===== config.mk =====
export PLATFORM = sky130hd
export DESIGN_NAME = mlt_timer_base
export DESIGN_NICKNAME = d
export VERILOG_FILES = /design/src/mlt_pkg.sv /design/src/mlt_timer_base.sv
export SDC_FILE = /design/constraint.sdc
export NUM_CORES = 1
export LEC_CHECK = 0
export BUFFER_PORTS_ARGS = -buffer_cell sky130_fd_sc_hd__buf_2
export CORE_MARGIN = 5
export CORE_UTILIZATION = 46
export CTS_BUF_LIST = sky130_fd_sc_hd__clkbuf_2 sky130_fd_sc_hd__clkbuf_4 sky130_fd_sc_hd__clkbuf_8
export CTS_CLUSTER_DIAMETER = 100
export DETAILED_ROUTE_END_ITERATION = 10
export GPL_ROUTABILITY_DRIVEN = 0
export GPL_TIMING_DRIVEN = 0
export PLACE_DENSITY_LB_ADDON = 0.2
export SKIP_CTS_REPAIR_TIMING = 1
export SLEW_MARGIN = 20
export SYNTH_ARGS = -nofsm -noshare
export SYNTH_HDL_FRONTEND = slang
export SYNTH_SLANG_ARGS = --single-unit

===== constraint.sdc =====
create_clock -name clock -period 3.05 [get_ports clock]
set_clock_uncertainty 0.05 [all_clocks]
set_input_delay 0.4575 -clock clock [delete_from_list [all_inputs] [get_ports clock]]
set_output_delay 0.4575 -clock clock [all_outputs]
set_load 0.01 [all_outputs]

===== src/mlt_pkg.sv =====
// constants, types and register map of the multi-length timer base
package mlt_pkg;

   // widths
   localparam int ADDR_W = 8;
   localparam int CNT_W = 16;

   // register byte offsets
   localparam logic [7:0] OFS_CTRL = 8'h00;
   localparam logic [7:0] OFS_COUNT = 8'h04;
   localparam logic [7:0] OFS_CHZ = 8'h08;
   localparam logic [7:0] OFS_FLAGS = 8'h0C;
   localparam logic [7:0] OFS_PERIOD = 8'h10;

   // field positions
   localparam int CLR_BIT = 2;
   localparam int FLG_OVF_BIT = 0;
   localparam int FLG_CHZ_BIT = 1;

   // values after reset
   localparam logic [15:0] CTRL_RST = 16'h0000;
   localparam logic [15:0] COUNT_RST = 16'h0000;
   localparam logic [15:0] PERIOD_RST = 16'h0000;

   // length-dependent maximum counts
   localparam logic [15:0] MAX_16 = 16'hFFFF;
   localparam logic [15:0] MAX_12 = 16'h0FFF;
   localparam logic [15:0] MAX_10 = 16'h03FF;
   localparam logic [15:0] MAX_8 = 16'h00FF;

   // count length codes
   localparam logic [1:0] LEN_16 = 2'h0;
   localparam logic [1:0] LEN_12 = 2'h1;
   localparam logic [1:0] LEN_10 = 2'h2;
   localparam logic [1:0] LEN_8 = 2'h3;

   // clock source codes
   localparam logic [1:0] SRC_AUX = 2'h0;
   localparam logic [1:0] SRC_SUB = 2'h1;
   localparam logic [1:0] SRC_EXT = 2'h2;
   localparam logic [1:0] SRC_EXT_INV = 2'h3;

   // divider codes and their edge masks
   localparam logic [1:0] DIV_1 = 2'h0;
   localparam logic [1:0] DIV_2 = 2'h1;
   localparam logic [1:0] DIV_4 = 2'h2;
   localparam logic [1:0] DIV_8 = 2'h3;
   localparam logic [2:0] DMASK_1 = 3'h0;
   localparam logic [2:0] DMASK_2 = 3'h1;
   localparam logic [2:0] DMASK_4 = 3'h3;
   localparam logic [2:0] DMASK_8 = 3'h7;

   // mode control field codes
   localparam logic [1:0] MC_STOP = 2'h0;
   localparam logic [1:0] MC_UP = 2'h1;
   localparam logic [1:0] MC_CONT = 2'h2;
   localparam logic [1:0] MC_UPDN = 2'h3;

   // period load select codes
   localparam logic [1:0] PLS_IMM = 2'h0;
   localparam logic [1:0] PLS_ZERO = 2'h1;
   localparam logic [1:0] PLS_ZERO_PEAK = 2'h2;

   // decoded operating mode, one-hot
   typedef enum logic [3:0] {
      MODE_STOP = 4'h1,
      MODE_UP = 4'h2,
      MODE_CONT = 4'h4,
      MODE_UPDN = 4'h8
   } mlt_mode_e;

   // control register layout
   typedef struct packed {
      logic out_hiz;
      logic [1:0] period_load_select;
      logic [1:0] count_length_select;
      logic rsvd_10;
      logic [1:0] clock_source_select;
      logic [1:0] input_divider_select;
      logic [1:0] mode_control_field;
      logic rsvd_3;
      logic counter_clear_bit;
      logic [1:0] rsvd_1_0;
   } mlt_ctrl_s;

   // register bus request
   typedef struct packed {
      logic [ADDR_W-1:0] addr;
      logic [CNT_W-1:0] wdata;
      logic wr;
      logic rd;
   } mlt_bus_s;

endpackage


===== src/mlt_timer_base.sv =====
// multi-length timer base: counter, clock select, divider, modes, flags
//
// Overview of operation
// - count moves by one on each selected timer clock edge, up or down
// - software reads and writes the count; a write lands at once
// - clear bit zeroes count, divider and up/down direction
// - length select picks 8, 10, 12 or 16 bits with matching maximum
// - written count is right-aligned, bits above the length held zero
// - source select picks auxiliary, sub-main, external or inverted external
// - divider passes the clock or divides it by 2, 4 or 8
// - counting only with nonzero mode and an active clock source
// - zero period stops up and up/down; a nonzero immediate load restarts from zero upward
// - mode 00 halt, 01 up, 10 continuous, 11 up/down
// - up mode counts zero to period and restarts, period plus one counts
// - entering up mode above the period restarts the count from zero
// - up mode: channel flag at period, overflow flag on period to zero
// - immediate period load: count to larger period, roll if below count
// - continuous mode wraps at length maximum; channel zero compares only
// - continuous mode sets overflow flag on maximum to zero
// - up/down mode counts zero to period then back to zero
// - flags come only from counting, never from software count writes
// - the timer output can be put in high impedance
// - up/down: channel flag on period-1 to period, overflow on 1 to 0
// - up/down direction is latched and survives a halt
// - up/down with period above maximum behaves as continuous mode
`timescale 1ns/1ps
module mlt_timer_base (
   input wire logic clock,
   input wire logic rst_n,
   input wire logic [mlt_pkg::ADDR_W-1:0] addr,
   input wire logic [mlt_pkg::CNT_W-1:0] wdata,
   input wire logic wr_en,
   input wire logic rd_en,
   output logic [mlt_pkg::CNT_W-1:0] rdata,
   input wire logic aux_clock,
   input wire logic sub_main_clock,
   input wire logic external_timer_clock_pin,
   output logic [mlt_pkg::CNT_W-1:0] count_value,
   output logic [mlt_pkg::CNT_W-1:0] period_value,
   output logic equ0,
   output logic overflow_interrupt_flag,
   output logic channel_interrupt_flag,
   output logic timer_out,
   output logic timer_out_oe
);

   // reset release synchroniser
   logic [1:0] rst_sync_r;
   logic rst_int_n;

   // bus request bundle
   mlt_pkg::mlt_bus_s bus;

   // configuration and state
   mlt_pkg::mlt_ctrl_s ctrl_r;
   mlt_pkg::mlt_ctrl_s ctrl_wr;
   mlt_pkg::mlt_mode_e mode;
   logic [15:0] cnt_r;
   logic [15:0] per_r;
   logic [15:0] per_nxt;
   logic [15:0] per_buf_r;
   logic load_pend_r;
   logic dir_down_r;
   logic [2:0] div_r;
   logic src_prev_r;
   logic ovf_flag_r;
   logic chz_flag_r;
   logic equ0_r;
   logic out_r;
   logic [15:0] rdata_r;

   // decoded strobes and combinational terms
   logic wr_ctrl;
   logic wr_count;
   logic wr_chz;
   logic wr_flags;
   logic clear_pulse;
   logic src_level;
   logic src_edge;
   logic [2:0] div_mask;
   logic run;
   logic tick;
   logic [15:0] len_max;
   logic [15:0] cnt_inc;
   logic [15:0] cnt_dec;
   logic [15:0] cnt_step;
   logic dir_step;
   logic ovf_evt;
   logic chz_evt;
   logic peak_evt;
   logic zero_evt;
   logic load_imm;
   logic load_evt;
   logic per_load;
   logic restart;
   logic period_mode;

   // two-flop release of the asynchronous reset
   always_ff @(posedge clock or negedge rst_n) begin
      if (!rst_n) begin
         rst_sync_r <= 2'h0;
      end else begin
         rst_sync_r <= {rst_sync_r[0], 1'b1};
      end
   end
   assign rst_int_n = rst_sync_r[1];

   // address decode
   assign bus = '{addr: addr, wdata: wdata, wr: wr_en, rd: rd_en};
   assign wr_ctrl = bus.wr && (bus.addr == mlt_pkg::OFS_CTRL);
   assign wr_count = bus.wr && (bus.addr == mlt_pkg::OFS_COUNT);
   assign wr_chz = bus.wr && (bus.addr == mlt_pkg::OFS_CHZ);
   assign wr_flags = bus.wr && (bus.addr == mlt_pkg::OFS_FLAGS);
   assign ctrl_wr = mlt_pkg::mlt_ctrl_s'(bus.wdata);
   assign clear_pulse = wr_ctrl && ctrl_wr.counter_clear_bit;

   // control register; clear bit is a self-clearing strobe
   always_ff @(posedge clock or negedge rst_int_n) begin
      if (!rst_int_n) begin
         ctrl_r <= mlt_pkg::mlt_ctrl_s'(mlt_pkg::CTRL_RST);
      end else if (wr_ctrl) begin
         ctrl_r <= ctrl_wr;
         ctrl_r.counter_clear_bit <= 1'b0;
         ctrl_r.rsvd_10 <= 1'b0;
         ctrl_r.rsvd_3 <= 1'b0;
         ctrl_r.rsvd_1_0 <= 2'h0;
      end
   end

   // mode decode
   // mode decode
   always_comb begin
      case (ctrl_r.mode_control_field)
         mlt_pkg::MC_STOP: mode = mlt_pkg::MODE_STOP;
         mlt_pkg::MC_UP: mode = mlt_pkg::MODE_UP;
         mlt_pkg::MC_CONT: mode = mlt_pkg::MODE_CONT;
         mlt_pkg::MC_UPDN: mode = mlt_pkg::MODE_UPDN;
         default: mode = mlt_pkg::MODE_STOP;
      endcase
   end

   // length maximum
   // length maximum
   always_comb begin
      case (ctrl_r.count_length_select)
         mlt_pkg::LEN_16: len_max = mlt_pkg::MAX_16;
         mlt_pkg::LEN_12: len_max = mlt_pkg::MAX_12;
         mlt_pkg::LEN_10: len_max = mlt_pkg::MAX_10;
         mlt_pkg::LEN_8: len_max = mlt_pkg::MAX_8;
         default: len_max = mlt_pkg::MAX_16;
      endcase
   end

   // clock source select
   // source mux
   always_comb begin
      case (ctrl_r.clock_source_select)
         mlt_pkg::SRC_AUX: src_level = aux_clock;
         mlt_pkg::SRC_SUB: src_level = sub_main_clock;
         mlt_pkg::SRC_EXT: src_level = external_timer_clock_pin;
         mlt_pkg::SRC_EXT_INV: src_level = ~external_timer_clock_pin;
         default: src_level = aux_clock;
      endcase
   end

   // divider edge mask
   always_comb begin
      case (ctrl_r.input_divider_select)
         mlt_pkg::DIV_1: div_mask = mlt_pkg::DMASK_1;
         mlt_pkg::DIV_2: div_mask = mlt_pkg::DMASK_2;
         mlt_pkg::DIV_4: div_mask = mlt_pkg::DMASK_4;
         mlt_pkg::DIV_8: div_mask = mlt_pkg::DMASK_8;
         default: div_mask = mlt_pkg::DMASK_1;
      endcase
   end

   // rising edge of the selected source
   always_ff @(posedge clock or negedge rst_int_n) begin
      if (!rst_int_n) begin
         src_prev_r <= 1'b0;
      end else begin
         src_prev_r <= src_level;
      end
   end
   assign src_edge = src_level && !src_prev_r;

   // run condition
   assign period_mode = (mode == mlt_pkg::MODE_UP) ||
                        (mode == mlt_pkg::MODE_UPDN);
   assign run = (mode != mlt_pkg::MODE_STOP) &&
                !(period_mode && (per_r == 16'h0000));

   // clock divider
   // divider
   always_ff @(posedge clock or negedge rst_int_n) begin
      if (!rst_int_n) begin
         div_r <= 3'h0;
      end else if (clear_pulse) begin
         div_r <= 3'h0;
      end else if (src_edge && run) begin
         div_r <= 3'(div_r + 3'h1);
      end
   end
   assign tick = src_edge && run && ((div_r & div_mask) == div_mask);

   // next count on a tick
   assign cnt_inc = 16'(cnt_r + 16'h0001);
   assign cnt_dec = 16'(cnt_r - 16'h0001);
   always_comb begin
      cnt_step = cnt_r;
      dir_step = dir_down_r;
      ovf_evt = 1'b0;
      chz_evt = 1'b0;
      peak_evt = 1'b0;
      case (mode)
         mlt_pkg::MODE_UP: begin
            if (cnt_r >= per_r) begin
               cnt_step = 16'h0000;
               ovf_evt = (cnt_r == per_r);
            end else begin
               cnt_step = cnt_inc;
               chz_evt = (cnt_inc == per_r);
            end
         end
         mlt_pkg::MODE_CONT: begin
            if (cnt_r >= len_max) begin
               cnt_step = 16'h0000;
               ovf_evt = 1'b1;
            end else begin
               cnt_step = cnt_inc;
            end
            chz_evt = (cnt_step == per_r);
         end
         mlt_pkg::MODE_UPDN: begin
            if (per_r > len_max) begin
               if (cnt_r >= len_max) begin
                  cnt_step = 16'h0000;
                  ovf_evt = 1'b1;
               end else begin
                  cnt_step = cnt_inc;
               end
               chz_evt = (cnt_step == per_r);
            end else if (!dir_down_r) begin
               if (cnt_r >= per_r) begin
                  cnt_step = cnt_dec;
                  dir_step = 1'b1;
               end else begin
                  cnt_step = cnt_inc;
                  if (cnt_inc == per_r) begin
                     chz_evt = 1'b1;
                     peak_evt = 1'b1;
                     dir_step = 1'b1;
                  end
               end
            end else if (cnt_r == 16'h0000) begin
               cnt_step = cnt_inc;
               dir_step = 1'b0;
            end else begin
               cnt_step = cnt_dec;
               if (cnt_r == 16'h0001) begin
                  ovf_evt = 1'b1;
                  dir_step = 1'b0;
               end
            end
         end
         default: begin
            cnt_step = cnt_r;
         end
      endcase
   end
   assign zero_evt = tick && (cnt_step == 16'h0000);

   // period buffer and latch transfer
   assign load_imm = wr_chz &&
                     (ctrl_r.period_load_select == mlt_pkg::PLS_IMM);
   assign load_evt = load_pend_r && (zero_evt ||
                     ((ctrl_r.period_load_select ==
                       mlt_pkg::PLS_ZERO_PEAK) &&
                      (mode == mlt_pkg::MODE_UPDN) && tick && peak_evt));
   assign per_load = load_imm || load_evt;
   assign per_nxt = load_imm ? bus.wdata : per_buf_r;
   assign restart = per_load && period_mode && (per_r == 16'h0000) &&
                    (per_nxt != 16'h0000);

   // buffer written by software
   always_ff @(posedge clock or negedge rst_int_n) begin
      if (!rst_int_n) begin
         per_buf_r <= mlt_pkg::PERIOD_RST;
      end else if (wr_chz) begin
         per_buf_r <= bus.wdata;
      end
   end

   // pending transfer; a new write wins over a transfer
   always_ff @(posedge clock or negedge rst_int_n) begin
      if (!rst_int_n) begin
         load_pend_r <= 1'b0;
      end else if (wr_chz && !load_imm) begin
         load_pend_r <= 1'b1;
      end else if (load_evt || load_imm) begin
         load_pend_r <= 1'b0;
      end
   end

   // period latch
   // immediate or buffered load
   always_ff @(posedge clock or negedge rst_int_n) begin
      if (!rst_int_n) begin
         per_r <= mlt_pkg::PERIOD_RST;
      end else if (per_load) begin
         per_r <= per_nxt;
      end
   end

   // count register
   // count update
   always_ff @(posedge clock or negedge rst_int_n) begin
      if (!rst_int_n) begin
         cnt_r <= mlt_pkg::COUNT_RST;
      end else if (clear_pulse) begin
         cnt_r <= 16'h0000;
      end else if (wr_count) begin
         cnt_r <= bus.wdata & len_max;
      end else if (restart) begin
         cnt_r <= 16'h0000;
      end else if (tick) begin
         cnt_r <= cnt_step & len_max;
      end
   end

   // latched up/down direction
   // direction latch
   always_ff @(posedge clock or negedge rst_int_n) begin
      if (!rst_int_n) begin
         dir_down_r <= 1'b0;
      end else if (clear_pulse || restart) begin
         dir_down_r <= 1'b0;
      end else if (tick) begin
         dir_down_r <= dir_step;
      end
   end

   // sticky flags; write one clears, a set in the same cycle wins
   // count-only flags
   always_ff @(posedge clock or negedge rst_int_n) begin
      if (!rst_int_n) begin
         ovf_flag_r <= 1'b0;
         chz_flag_r <= 1'b0;
      end else begin
         ovf_flag_r <= (ovf_flag_r &&
                        !(wr_flags && bus.wdata[mlt_pkg::FLG_OVF_BIT])) ||
                       (tick && ovf_evt && !wr_count);
         chz_flag_r <= (chz_flag_r &&
                        !(wr_flags && bus.wdata[mlt_pkg::FLG_CHZ_BIT])) ||
                       (tick && chz_evt && !wr_count);
      end
   end

   // equality pulse and toggling output
   always_ff @(posedge clock or negedge rst_int_n) begin
      if (!rst_int_n) begin
         equ0_r <= 1'b0;
         out_r <= 1'b0;
      end else begin
         equ0_r <= tick && chz_evt && !wr_count;
         if (tick && chz_evt && !wr_count) begin
            out_r <= !out_r;
         end
      end
   end

   // read data, one cycle after the strobe, zero elsewhere
   always_ff @(posedge clock or negedge rst_int_n) begin
      if (!rst_int_n) begin
         rdata_r <= 16'h0000;
      end else if (bus.rd) begin
         case (bus.addr)
            mlt_pkg::OFS_CTRL: rdata_r <= 16'(ctrl_r);
            mlt_pkg::OFS_COUNT: rdata_r <= cnt_r;
            mlt_pkg::OFS_CHZ: rdata_r <= per_buf_r;
            mlt_pkg::OFS_FLAGS: rdata_r <= {14'h0000, chz_flag_r,
                                            ovf_flag_r};
            mlt_pkg::OFS_PERIOD: rdata_r <= per_r;
            default: rdata_r <= 16'h0000;
         endcase
      end else begin
         rdata_r <= 16'h0000;
      end
   end

   // outputs
   assign rdata = rdata_r;
   assign count_value = cnt_r;
   assign period_value = per_r;
   assign equ0 = equ0_r;
   assign overflow_interrupt_flag = ovf_flag_r;
   assign channel_interrupt_flag = chz_flag_r;
   assign timer_out = out_r;
   assign timer_out_oe = !ctrl_r.out_hiz;

endmodule


=== After elaboration in Yosys (flattened, before gate mapping) ===
Index checks and enable logic that the tools add are counted.

* Register bits: 87
* Input port bits: 31
* Output and inout bits: 53
* Word-level logic and storage cells: 163

* Reduce and logical (&&, ||, !) cells: 58
* Mux-type cells: 48
* $add $sub $neg: 3
* $lt $le $gt $ge: 3
* Bitwise logic cells: 4
* Equality and inequality tests: 28

{| class="wikitable"
|+ Operators by type and width
! kind !! number
|-
| $mux 16 || 15
|-
| $pmux 16 s5 || 1
|-
| $eq 16x16->1 || 4
|-
| $pmux 16 s4 || 1
|-
| $logic_not 16->1 || 3
|-
| $pmux 16 s3 || 1
|-
| $and 16x16->16 || 2
|-
| $ge 16x16->1 || 2
|-
| $logic_and 1x1->1 || 28
|-
| $mux 1 || 23
|-
| $eq 2x2->1 const B || 9
|-
| $add 16x1->16 const B || 1
|-
| $eq 16x1->1 const B || 1
|-
| $eq 8x4->1 const B || 2
|-
| $gt 16x16->1 || 1
|-
| $pmux 4 s4 || 1
|-
| $reduce_bool 16->1 || 1
|-
| $sub 16x1->16 const B || 1
|-
| $pmux 3 s4 || 1
|-
| $logic_not 2->1 || 5
|-
| $eq 2x1->1 const B || 4
|-
| $eq 8x3->1 const B || 1
|-
| $eq 8x5->1 const B || 1
|-
| $logic_not 1->1 || 8
|-
| 17 further kinds || 27
|}

=== Logic depth before layout (Yosys ltp) ===
Gate-level depths: netlist of the first run.

* Word-level depth: 20
* Mapped depth: 16
* Mapped depth without buffers: 13

=== Least setup slack after synthesis of the first run ===
OpenSTA, ideal clock, no wires.

* Kind: register to register
* Start point: register cnt_r[0] (netlist: count_value[0])
* End point: register per_r[10] (netlist: period_value[10])
* Cell stages (with the launch flop): 17
* Path buffers: 3
* Setup slack: -1.150 ns
* Clock period less this slack: 4.200 ns
* Data required time: 2.874 ns
* Setup time: 0.126 ns
* Arrival: 4.024 ns
* Cells stage by stage: dfrtp_1 > clkbuf_1 > inv_1 > ha_1 > nand2b_1 > a2111oi_1 > o311ai_2 > o21ai_1 > buf_2 > o31ai_1 > a21oi_1 > a21oi_1 > a2111o_1 > nor3_4 > buf_4 > nand3_1 > o311a_1

* Cells in the longest elaborated chain, start to end: 11
* Elaborated cells on any way between the ends: 27
* Those cells by class: add/sub (2); order compare (2); eq/ne (1); mux (15); reduce/logical (7)

{| class="wikitable"
|+ Ends and longest elaborated chain
! item !! line !! RTL
|-
| from (decl) || mlt_timer_base.sv:58 || <nowiki>logic [15:0] cnt_r;</nowiki>
|-
| from (signal assigned) || mlt_timer_base.sv:319 || <nowiki>cnt_r <= mlt_pkg::COUNT_RST;</nowiki>
|-
| from (signal assigned) || mlt_timer_base.sv:323 || <nowiki>cnt_r <= bus.wdata & len_max;</nowiki>
|-
| from (signal assigned) || mlt_timer_base.sv:327 || <nowiki>cnt_r <= cnt_step & len_max;</nowiki>
|-
| $add 16x1->16 or $ge 16x16->1 (tied branches) || mlt_timer_base.sv:207, mlt_timer_base.sv:226, mlt_timer_base.sv:236 ||
|-
| $mux 16 or $eq 16x16->1 (tied branches) || mlt_timer_base.sv:226, mlt_timer_base.sv:236, mlt_timer_base.sv:249 ||
|-
| $mux 16 or $mux 1 (tied branches) || mlt_timer_base.sv:235, mlt_timer_base.sv:249 ||
|-
| $mux 16 or $mux 1 (tied branches) || mlt_timer_base.sv:215, mlt_timer_base.sv:244 ||
|-
| $mux 16 or $mux 1 (tied branches) || mlt_timer_base.sv:235, mlt_timer_base.sv:243 ||
|-
| $pmux 16 s3 or $mux 1 (tied branches) || mlt_timer_base.sv:215, mlt_timer_base.sv:235 ||
|-
| $logic_not 16->1 or $mux 1 (tied branches) || mlt_timer_base.sv:271, mlt_timer_base.sv:215 ||
|-
| $logic_and 1x1->1, on equally long branches || mlt_timer_base.sv:271, mlt_timer_base.sv:279 ||
|-
| $logic_or 1x1->1 * || mlt_timer_base.sv:276 || <nowiki>assign load_evt = load_pend_r && (zero_evt ||</nowiki>
|-
| $logic_and 1x1->1 * || mlt_timer_base.sv:276 ||
|-
| $logic_or 1x1->1 * || mlt_timer_base.sv:280 || <nowiki>assign per_load = load_imm || load_evt;</nowiki>
|-
| to (signal assigned) || mlt_timer_base.sv:309 || <nowiki>per_r <= mlt_pkg::PERIOD_RST;</nowiki>
|-
| to (signal assigned) || mlt_timer_base.sv:311 || <nowiki>per_r <= per_nxt;</nowiki>
|-
| to (decl) || mlt_timer_base.sv:59 || <nowiki>logic [15:0] per_r;</nowiki>
|}

Mark *: on every way between the ends. The rest lies on a longest branch, timed or not. The select of a mux whose other input is x is not followed.
A chain may end at the register's enable or synchronous reset.

=== Worst setup path after layout of the first run ===
* Start point: register per_r[8] (netlist: period_value[8])
* End point: register per_r[15] (netlist: period_value[15])

* Cells in the longest elaborated chain, start to end: 11
* Elaborated cells on any way between the ends: 26
* Those cells by class: order compare (2); eq/ne (1); mux (10); reduce/logical (13)

{| class="wikitable"
|+ Ends and longest elaborated chain
! item !! line
|-
| parallel branches: the longest is 8 deep, another holds $ge 16x16->1 || -
|-
| $logic_or 1x1->1 * || mlt_timer_base.sv:276
|-
| $logic_and 1x1->1 * || mlt_timer_base.sv:276
|-
| $logic_or 1x1->1 * || mlt_timer_base.sv:280
|}

Mark *: on every way between the ends.

==> flow_results.xml, run 1 <==
<?xml version="1.0" encoding="UTF-8"?>
<metrics>
  <group name="run_status">
    <metric name="run_status" unit="">finished with violations</metric>
    <metric name="failing_checks" unit="">setup timing</metric>
  </group>
  <group name="logic_synthesis">
    <metric name="yosys.area_share.simple" unit="">0.219</metric>
    <metric name="adder_cell_share_of_the_synthesized_area" unit="">0.0652</metric>
    <metric name="ys_dominant_reg_cell" unit="">sky130_fd_sc_hd__dfrtp_1</metric>
    <metric name="syn_avg_cell_area" unit="µm²">8.50</metric>
    <metric name="synthMuxAreaShare" unit="">0.0855</metric>
    <metric name="synthesis.yosys.warnings" unit="">0</metric>
    <metric name="synthesis.area" unit="mm²">0.00710</metric>
    <metric name="synth-xor-area-share" unit="">0.0531</metric>
    <metric name="share_of_synthesized_flip_flops_with_an_asynchronous_set_or_reset" unit="">1.00</metric>
    <metric name="mapped_cells" unit="">835</metric>
    <metric name="distinct_cell_type_count_of_the_synthesized_netlist" unit="">76</metric>
    <metric name="net_count_after_synthesis" unit="">903</metric>
    <metric name="synth-compound-area-share" unit="">0.222</metric>
    <metric name="synth_top_family_by_area" unit="">compound AO/OA/AOI/OAI gates</metric>
    <metric name="synth.ff_latch_count" unit="">87</metric>
    <metric name="synth_edf_count" unit="">0</metric>
    <metric name="synth-seq-area-share" unit="">0.307</metric>
  </group>
  <group name="floorplan">
    <metric name="floorplan.initialDensity" unit="">0.469</metric>
    <metric name="dieWidth" unit="µm">134</metric>
    <metric name="floorplan.die_area" unit="mm²">0.0180</metric>
    <metric name="boundaryPins" unit="">84</metric>
    <metric name="num_rows" unit="">45</metric>
    <metric name="die_height" unit="µm">134</metric>
    <metric name="fp.coreArea" unit="mm²">0.0151</metric>
  </group>
  <group name="clock_network">
    <metric name="cts_max_level" unit="">3</metric>
    <metric name="cts-root-buf" unit="">sky130_fd_sc_hd__clkbuf_8</metric>
    <metric name="clkSlewWorstSetupHoldPaths" unit="ns">0.08</metric>
    <metric name="tritoncts" unit="">done</metric>
    <metric name="cts_buffers" unit="">9</metric>
    <metric name="clk_path_buf_depth" unit="">2</metric>
    <metric name="clock_latency" unit="ns">0.37</metric>
    <metric name="cts_sinks" unit="">87</metric>
  </group>
  <group name="detailed_routing">
    <metric name="ant_nets" unit="">0</metric>
    <metric name="drt-total-wl" unit="µm">28000</metric>
    <metric name="drc" unit="">0</metric>
    <metric name="dr_total_vias" unit="">7885</metric>
    <metric name="drt_pass1_iterations" unit="">7</metric>
    <metric name="via_per_inst" unit="">6.69</metric>
    <metric name="routed_wire_length_per_instance" unit="µm">23.8</metric>
    <metric name="detailedRoute.firstIterationViolations" unit="">1368</metric>
  </group>
  <group name="pwr">
    <metric name="pwr_density_cell" unit="mW/mm²">555</metric>
    <metric name="power_leakage" unit="nW">4.14</metric>
    <metric name="vdd_drop_max" unit="V">0.000397</metric>
  </group>
  <group name="cells_and_area">
    <metric name="regArea" unit="mm²">0.00220</metric>
    <metric name="nets" unit="">1053</metric>
    <metric name="fill_cell_total_of_the_finished_layout" unit="">1335</metric>
    <metric name="multi_input_gate_area_in_the_final_layout" unit="mm²">0.00513</metric>
    <metric name="layout.core_utilization" unit="">0.602</metric>
    <metric name="post_route_cells_drive_above_1_share" unit="">0.327</metric>
    <metric name="antenna-diode-count" unit="">0</metric>
    <metric name="area_growth_syn_to_layout" unit="%">28.5</metric>
  </group>
  <group name="timing">
    <metric name="final_min_period_over_clock_period" unit="">1.42</metric>
    <metric name="worst_pin_slew" unit="ns">1.00</metric>
    <metric name="final_period_minus_worst_setup_slack" unit="ns">4.34</metric>
    <metric name="fmax" unit="GHz">0.230</metric>
    <metric name="final-setup-viol-count" unit="">37</metric>
    <metric name="postLayoutSetupSlackWorst" unit="ns">-1.29</metric>
    <metric name="setup_total_negative_slack" unit="ns">-29.56</metric>
    <metric name="slew_headroom" unit="">0.324</metric>
    <metric name="grt_setup_unrepaired" unit="">yes</metric>
    <metric name="timing.final.hold_violations" unit="">0</metric>
    <metric name="final-max-slew-violation-count" unit="">0</metric>
  </group>
  <group name="setup_path">
    <metric name="path_delay_family" unit="">compound AO/OA/AOI/OAI gates</metric>
    <metric name="worstPathMaxFanout" unit="">8</metric>
    <metric name="crit_arrival" unit="ns">4.54</metric>
    <metric name="cp.required" unit="ns">3.25</metric>
    <metric name="setup.worst_path.start_class" unit="">flip-flop</metric>
    <metric name="crit_path_top_delay_cell" unit="">sky130_fd_sc_hd__dfrtp_2</metric>
    <metric name="critical_path_buf_inv_count" unit="">4</metric>
    <metric name="crit_path_max_incr_delay" unit="ns">0.51</metric>
    <metric name="cp_cell_sequence" unit="">inv_1, ha_1, nand4_1, or4_4, o311ai_4, buf_6, nor3_4, a21o_1, a21o_1, a221o_1, a2111o_1, nor3_4, buf_12, buf_8, nand3_2, o311a_1</metric>
    <metric name="end_kind" unit="">flip-flop</metric>
    <metric name="criticalPathCategory" unit="">reg2reg</metric>
  </group>
  <group name="job">
    <metric name="maxCapViolCount" unit="">0</metric>
  </group>
  <group name="place">
    <metric name="dp_worst_setup_slack" unit="ns">-1.58</metric>
    <metric name="detailed_place_hpwl" unit="µm">20400</metric>
    <metric name="port_buffers" unit="">82</metric>
  </group>
  <group name="global_route">
    <metric name="pin_count_of_the_biggest_net_entering_global_routing" unit="">45</metric>
    <metric name="grt_pass1_wl" unit="µm">40800</metric>
    <metric name="first_global_vias" unit="">7050</metric>
    <metric name="global_route.usage.total" unit="">0.289</metric>
    <metric name="grt.overflow.total" unit="">0</metric>
    <metric name="grt_antenna_before_repair" unit="">0</metric>
  </group>
  <group name="min_path">
    <metric name="min_path_type" unit="">reg2async</metric>
  </group>
</metrics>
Yosys cell counts (8+ instances only):
library cell / number / area (µm²)
sky130_fd_sc_hd__nand2_1: 68 / 255
sky130_fd_sc_hd__o21ai_0: 37 / 185
sky130_fd_sc_hd__a21oi_1: 40 / 200
sky130_fd_sc_hd__and4_1: 8 / 70.1
sky130_fd_sc_hd__mux2i_1: 19 / 190
sky130_fd_sc_hd__xor2_1: 12 / 105
sky130_fd_sc_hd__dfrtp_1: 87 / 2180
sky130_fd_sc_hd__nand4_1: 18 / 113
sky130_fd_sc_hd__and3_1: 9 / 56.3
sky130_fd_sc_hd__nor4_1: 19 / 119
sky130_fd_sc_hd__mux2_2: 37 / 417
sky130_fd_sc_hd__ha_1: 37 / 463
sky130_fd_sc_hd__nor3_1: 24 / 120
sky130_fd_sc_hd__a222oi_1: 17 / 170
sky130_fd_sc_hd__a22oi_1: 9 / 67.6
sky130_fd_sc_hd__xnor2_1: 31 / 272
sky130_fd_sc_hd__o311a_1: 15 / 150
sky130_fd_sc_hd__nand3_1: 32 / 160
sky130_fd_sc_hd__inv_1: 27 / 101
sky130_fd_sc_hd__nor2_1: 90 / 338
sky130_fd_sc_hd__clkbuf_1: 46 / 173
sequential cells by signal, indices dropped and copies added, names as in the netlist, 2 cells and up:
signal	cells
period_value	16
per_buf_r	16
rst_sync_r	2
rdata	16
count_value	16
div_r	3
ctrl_r	11
area by class of cell:
type | instances | area share
Multi-Input combinational cell | 661 | 0.562
Sequential cell | 87 | 0.241
Timing Repair Buffer | 141 | 0.102
Buffer | 57 | 0.0383
Tap cell | 188 | 0.0258
Clock buffer | 10 | 0.0144
Inverter | 28 | 0.0125
Clock inverter | 6 | 0.00412
worst register-to-register path: stages, from the launching register on:
cell and delay (ns):
sky130_fd_sc_hd__dfrtp_2 0.51, sky130_fd_sc_hd__inv_1 0.12, sky130_fd_sc_hd__ha_1 0.29, sky130_fd_sc_hd__nand4_1 0.18
sky130_fd_sc_hd__or4_4 0.52, sky130_fd_sc_hd__o311ai_4 0.29, sky130_fd_sc_hd__buf_6 0.17, sky130_fd_sc_hd__nor3_4 0.05
sky130_fd_sc_hd__a21o_1 0.20, sky130_fd_sc_hd__a21o_1 0.21, sky130_fd_sc_hd__a221o_1 0.41, sky130_fd_sc_hd__a2111o_1 0.46
sky130_fd_sc_hd__nor3_4 0.23, sky130_fd_sc_hd__buf_12 0.16, sky130_fd_sc_hd__buf_8 0.14, sky130_fd_sc_hd__nand3_2 0.07
sky130_fd_sc_hd__o311a_1 0.15
cells in the final DEF, fill, tap and decap left out, drive strengths merged, types with 26 or more instances in the layout:
cell and n:
buf 157, mux2 37, dfrtp 87, inv 26, nand3 32, nor3 27, a21oi 40, nor2 90
xnor2 31, nand2 68, ha 37, clkbuf 50, o21ai 43
where the power goes:
part           internal, mW  leakage [nW]  switching (mW)
Combinational          1.23          2.88            1.70
Sequential             1.25          1.17           0.163
Clock                 0.302        0.0932           0.418
Total                  2.78          4.14            2.29
layer usage:
metal / vias to the layer above / share of wire / global-route usage
li1: 3463 / - / -
met1: 3780 / 0.38 / 0.388
met2: 544 / 0.47 / 0.465
met3: 98 / 0.11 / 0.0540
met4: 0 / 0.041 / 0.110
met5: - / 0 / 0
logic make-up after synthesis:
| logic type | Yosys count |
|---|---|
| AO/OA/AOI/OAI | 213 |
| XOR/XNOR | 43 |
| adder cells (fa/ha/maj) | 37 |
| buffers and inverters | 87 |
| flip-flops | 87 |
| multiplexers | 56 |
| other | 1 |
| AND/OR/NAND/NOR | 311 |
metrics by stage:
step,instances,power [mW],hold WS (ns),instance area [µm²]
floorplan,835,2.95,0.112,7260
detailed placement,1107,3.62,0.195,7950
finish,1178,5.06,0.287,9120
CTS,1123,4.34,-0.209,8120
global placement,1105,3.62,0.193,7910
global route,1178,5.30,0.319,9120
final timing paths:
kind / startpoint / end / slack, ns / cells past startpoint
max: period_value[8]$_DFFE_PN0N_ / period_value[15]$_DFFE_PN0N_ / -1.29 / 16
min: rst_sync_r[1]$_DFF_PN0_ / rdata[0]$_DFF_PN0_ / 0.29 / 0
max reg2reg: period_value[8]$_DFFE_PN0N_ / period_value[15]$_DFFE_PN0N_ / -1.29 / 16
min reg2reg: rst_sync_r[1]$_DFF_PN0_ / rdata[0]$_DFF_PN0_ / 0.29 / 0
max in group asynchronous: rst_sync_r[1]$_DFF_PN0_ / count_value[15]$_DFFE_PN0P_ / 2.01 / 1
min in group clock: rst_sync_r[0]$_DFF_PN0_ / rst_sync_r[1]$_DFF_PN0_ / 0.30 / 0
No activity file was read; power rests on OpenSTA's default activity.
==> inputs of run 2 (changes only) <==
- TNS_END_PERCENT: default -> 1
==> run 2 against run 1 <==
  * The run still ends with setup timing left
  * Sequential power about the same
  * Maximum frequency fell by 1.0%
  * Utilization is 2.2 points lower
  * Sequential share of layout area is 0.91 points higher
  * Register-to-register slack worse by 0.05 ns
  * Critical path depth did not move
  * First-iteration DRC count down 3.7%
  * Largest cell class unchanged
==> flow_results.xml, run 2 (same netlist as run 1, synthesis figures left out) <==
<?xml version="1.0" encoding="UTF-8"?>
<metrics>
  <group name="run_status">
    <metric name="run_status" unit="">finished with violations</metric>
    <metric name="failing_checks" unit="">setup timing</metric>
  </group>
  <group name="detailed_routing">
    <metric name="drt_pass1_iterations" unit="">10</metric>
    <metric name="drc" unit="">0</metric>
    <metric name="detailedRoute.firstIterationViolations" unit="">1317</metric>
    <metric name="routed_wire_length_per_instance" unit="µm">23.4</metric>
    <metric name="ant_nets" unit="">0</metric>
    <metric name="dr_total_vias" unit="">7884</metric>
    <metric name="via_per_inst" unit="">6.70</metric>
    <metric name="drt-total-wl" unit="µm">27500</metric>
  </group>
  <group name="timing">
    <metric name="fmax" unit="GHz">0.228</metric>
    <metric name="worst_pin_slew" unit="ns">1.08</metric>
    <metric name="final_min_period_over_clock_period" unit="">1.44</metric>
    <metric name="postLayoutSetupSlackWorst" unit="ns">-1.34</metric>
    <metric name="slew_headroom" unit="">0.276</metric>
    <metric name="timing.final.hold_violations" unit="">0</metric>
    <metric name="final_period_minus_worst_setup_slack" unit="ns">4.39</metric>
    <metric name="hold_slack" unit="ns">0.300</metric>
    <metric name="grt_setup_unrepaired" unit="">yes</metric>
    <metric name="final-setup-viol-count" unit="">37</metric>
    <metric name="final-max-slew-violation-count" unit="">0</metric>
  </group>
  <group name="clock_network">
    <metric name="cts-root-buf" unit="">sky130_fd_sc_hd__clkbuf_8</metric>
    <metric name="tritoncts" unit="">done</metric>
    <metric name="cts_max_level" unit="">3</metric>
    <metric name="clk_path_buf_depth" unit="">2</metric>
    <metric name="clkSlewWorstSetupHoldPaths" unit="ns">0.09</metric>
    <metric name="cts_sinks" unit="">87</metric>
    <metric name="clock_latency" unit="ns">0.37</metric>
    <metric name="cts_buffers" unit="">9</metric>
  </group>
  <group name="setup_path">
    <metric name="setup.worst_path.start_class" unit="">flip-flop</metric>
    <metric name="crit_path_top_delay_cell" unit="">sky130_fd_sc_hd__or4_4</metric>
    <metric name="criticalPathCategory" unit="">reg2reg</metric>
    <metric name="cp.required" unit="ns">3.25</metric>
    <metric name="crit_arrival" unit="ns">4.59</metric>
    <metric name="crit_path_max_incr_delay" unit="ns">0.51</metric>
    <metric name="path_delay_family" unit="">compound AO/OA/AOI/OAI gates</metric>
    <metric name="worstPathMaxFanout" unit="">8</metric>
    <metric name="end_kind" unit="">flip-flop</metric>
    <metric name="cp_cell_sequence" unit="">inv_1, ha_1, nand4_1, or4_4, o311ai_4, buf_6, nor3_4, a21o_1, a21o_1, a221o_1, a2111o_1, nor3_4, buf_12, buf_8, nand3_1, o311a_1</metric>
    <metric name="critical_path_buf_inv_count" unit="">4</metric>
  </group>
  <group name="global_route">
    <metric name="grt_pass1_wl" unit="µm">40800</metric>
    <metric name="first_global_vias" unit="">7107</metric>
    <metric name="global_route.usage.total" unit="">0.289</metric>
    <metric name="grt_antenna_before_repair" unit="">0</metric>
    <metric name="pin_count_of_the_biggest_net_entering_global_routing" unit="">45</metric>
    <metric name="grt.overflow.total" unit="">0</metric>
  </group>
  <group name="place">
    <metric name="port_buffers" unit="">82</metric>
    <metric name="detailed_place_hpwl" unit="µm">20400</metric>
  </group>
  <group name="job">
    <metric name="maxCapViolCount" unit="">0</metric>
  </group>
  <group name="floorplan">
    <metric name="floorplan.initialDensity" unit="">0.469</metric>
    <metric name="floorplan.die_area" unit="mm²">0.0180</metric>
    <metric name="num_rows" unit="">45</metric>
    <metric name="die_height" unit="µm">134</metric>
    <metric name="dieWidth" unit="µm">134</metric>
    <metric name="boundaryPins" unit="">84</metric>
    <metric name="fp.coreArea" unit="mm²">0.0151</metric>
  </group>
  <group name="cells_and_area">
    <metric name="nets" unit="">1051</metric>
    <metric name="post_route_cells_drive_above_1_share" unit="">0.277</metric>
    <metric name="area_growth_syn_to_layout" unit="%">23.8</metric>
    <metric name="layout_commonest_cell" unit="">sky130_fd_sc_hd__nor2_1</metric>
    <metric name="most-common-layout-cells" unit="">87 x sky130_fd_sc_hd__nor2_1, 86 x sky130_fd_sc_hd__buf_2, 76 x sky130_fd_sc_hd__dfrtp_1</metric>
    <metric name="antenna-diode-count" unit="">0</metric>
    <metric name="fill_cell_total_of_the_finished_layout" unit="">1416</metric>
    <metric name="layout.core_utilization" unit="">0.580</metric>
  </group>
  <group name="pwr">
    <metric name="power_leakage" unit="nW">4.06</metric>
    <metric name="pwr_density_cell" unit="mW/mm²">548</metric>
    <metric name="vdd_drop_max" unit="V">0.000399</metric>
  </group>
  <group name="min_path">
    <metric name="min_path_type" unit="">reg2async</metric>
  </group>
</metrics>
## run 2: changes by cell type in the layout (fill, tap and decap cells not counted), sizes merged
cell,change
bufinv,+1
clkinv,-3
clkbuf,+1
clkinvlp,+1
buf,-2
## run 2: power by group
part	internal, mW	switching (mW)
logic	1.00	1.57
registers	1.25	0.152
clock network	0.422	0.426
## run 2: area by class of cell
| cell class | instances | area [µm²] | share of cell area |
|---|---|---|---|
| well taps | 188 | 235 | 0.0268 |
| clock buffers | 11 | 151 | 0.0172 |
| repair buffers | 138 | 870 | 0.0989 |
| inverters | 28 | 114 | 0.0130 |
| plain buffers | 58 | 317 | 0.0360 |
| clock inverters | 5 | 56.3 | 0.00641 |
| flip-flops and latches | 87 | 2200 | 0.250 |
| multi-input cells | 661 | 4850 | 0.552 |
## run 2: final timing paths
path,startpoint,to,slack [ns],cells past startpoint
min reg2reg,rst_sync_r[1]$_DFF_PN0_,rdata[2]$_DFF_PN0_,0.30,0
max,period_value[10]$_DFFE_PN0N_,period_value[11]$_DFFE_PN0N_,-1.34,16
max reg2reg,period_value[10]$_DFFE_PN0N_,period_value[11]$_DFFE_PN0N_,-1.34,16
max in group asynchronous,rst_sync_r[1]$_DFF_PN0_,count_value[15]$_DFFE_PN0P_,1.99,1
min,rst_sync_r[1]$_DFF_PN0_,rdata[2]$_DFF_PN0_,0.30,0
min in group clock,rst_sync_r[0]$_DFF_PN0_,rst_sync_r[1]$_DFF_PN0_,0.33,0
## run 2: stage by stage
stage | worst slack [ns] | power, mW | instance area [µm²] | instances | setup TNS (ns)
floorplan | -0.739 | 2.86 | 7180 | 835 | -14.87
global placement | -1.78 | 3.52 | 7830 | 1105 | -96.06
detailed placement | -1.73 | 3.53 | 7870 | 1107 | -45.25
CTS | -1.77 | 4.37 | 8080 | 1123 | -46.20
global route | -1.41 | 5.05 | 8790 | 1176 | -36.88
finish | -1.34 | 4.82 | 8790 | 1176 | -32.88
## run 2: routing by layer
layer | share of wire | track usage | up-vias
met3 | 0.11 | 0.0581 | 119
met2 | 0.46 | 0.464 | 533
li1 | - | - | 3450
met4 | 0.046 | 0.102 | 0
met5 | 0 | 0 | -
met1 | 0.39 | 0.388 | 3782
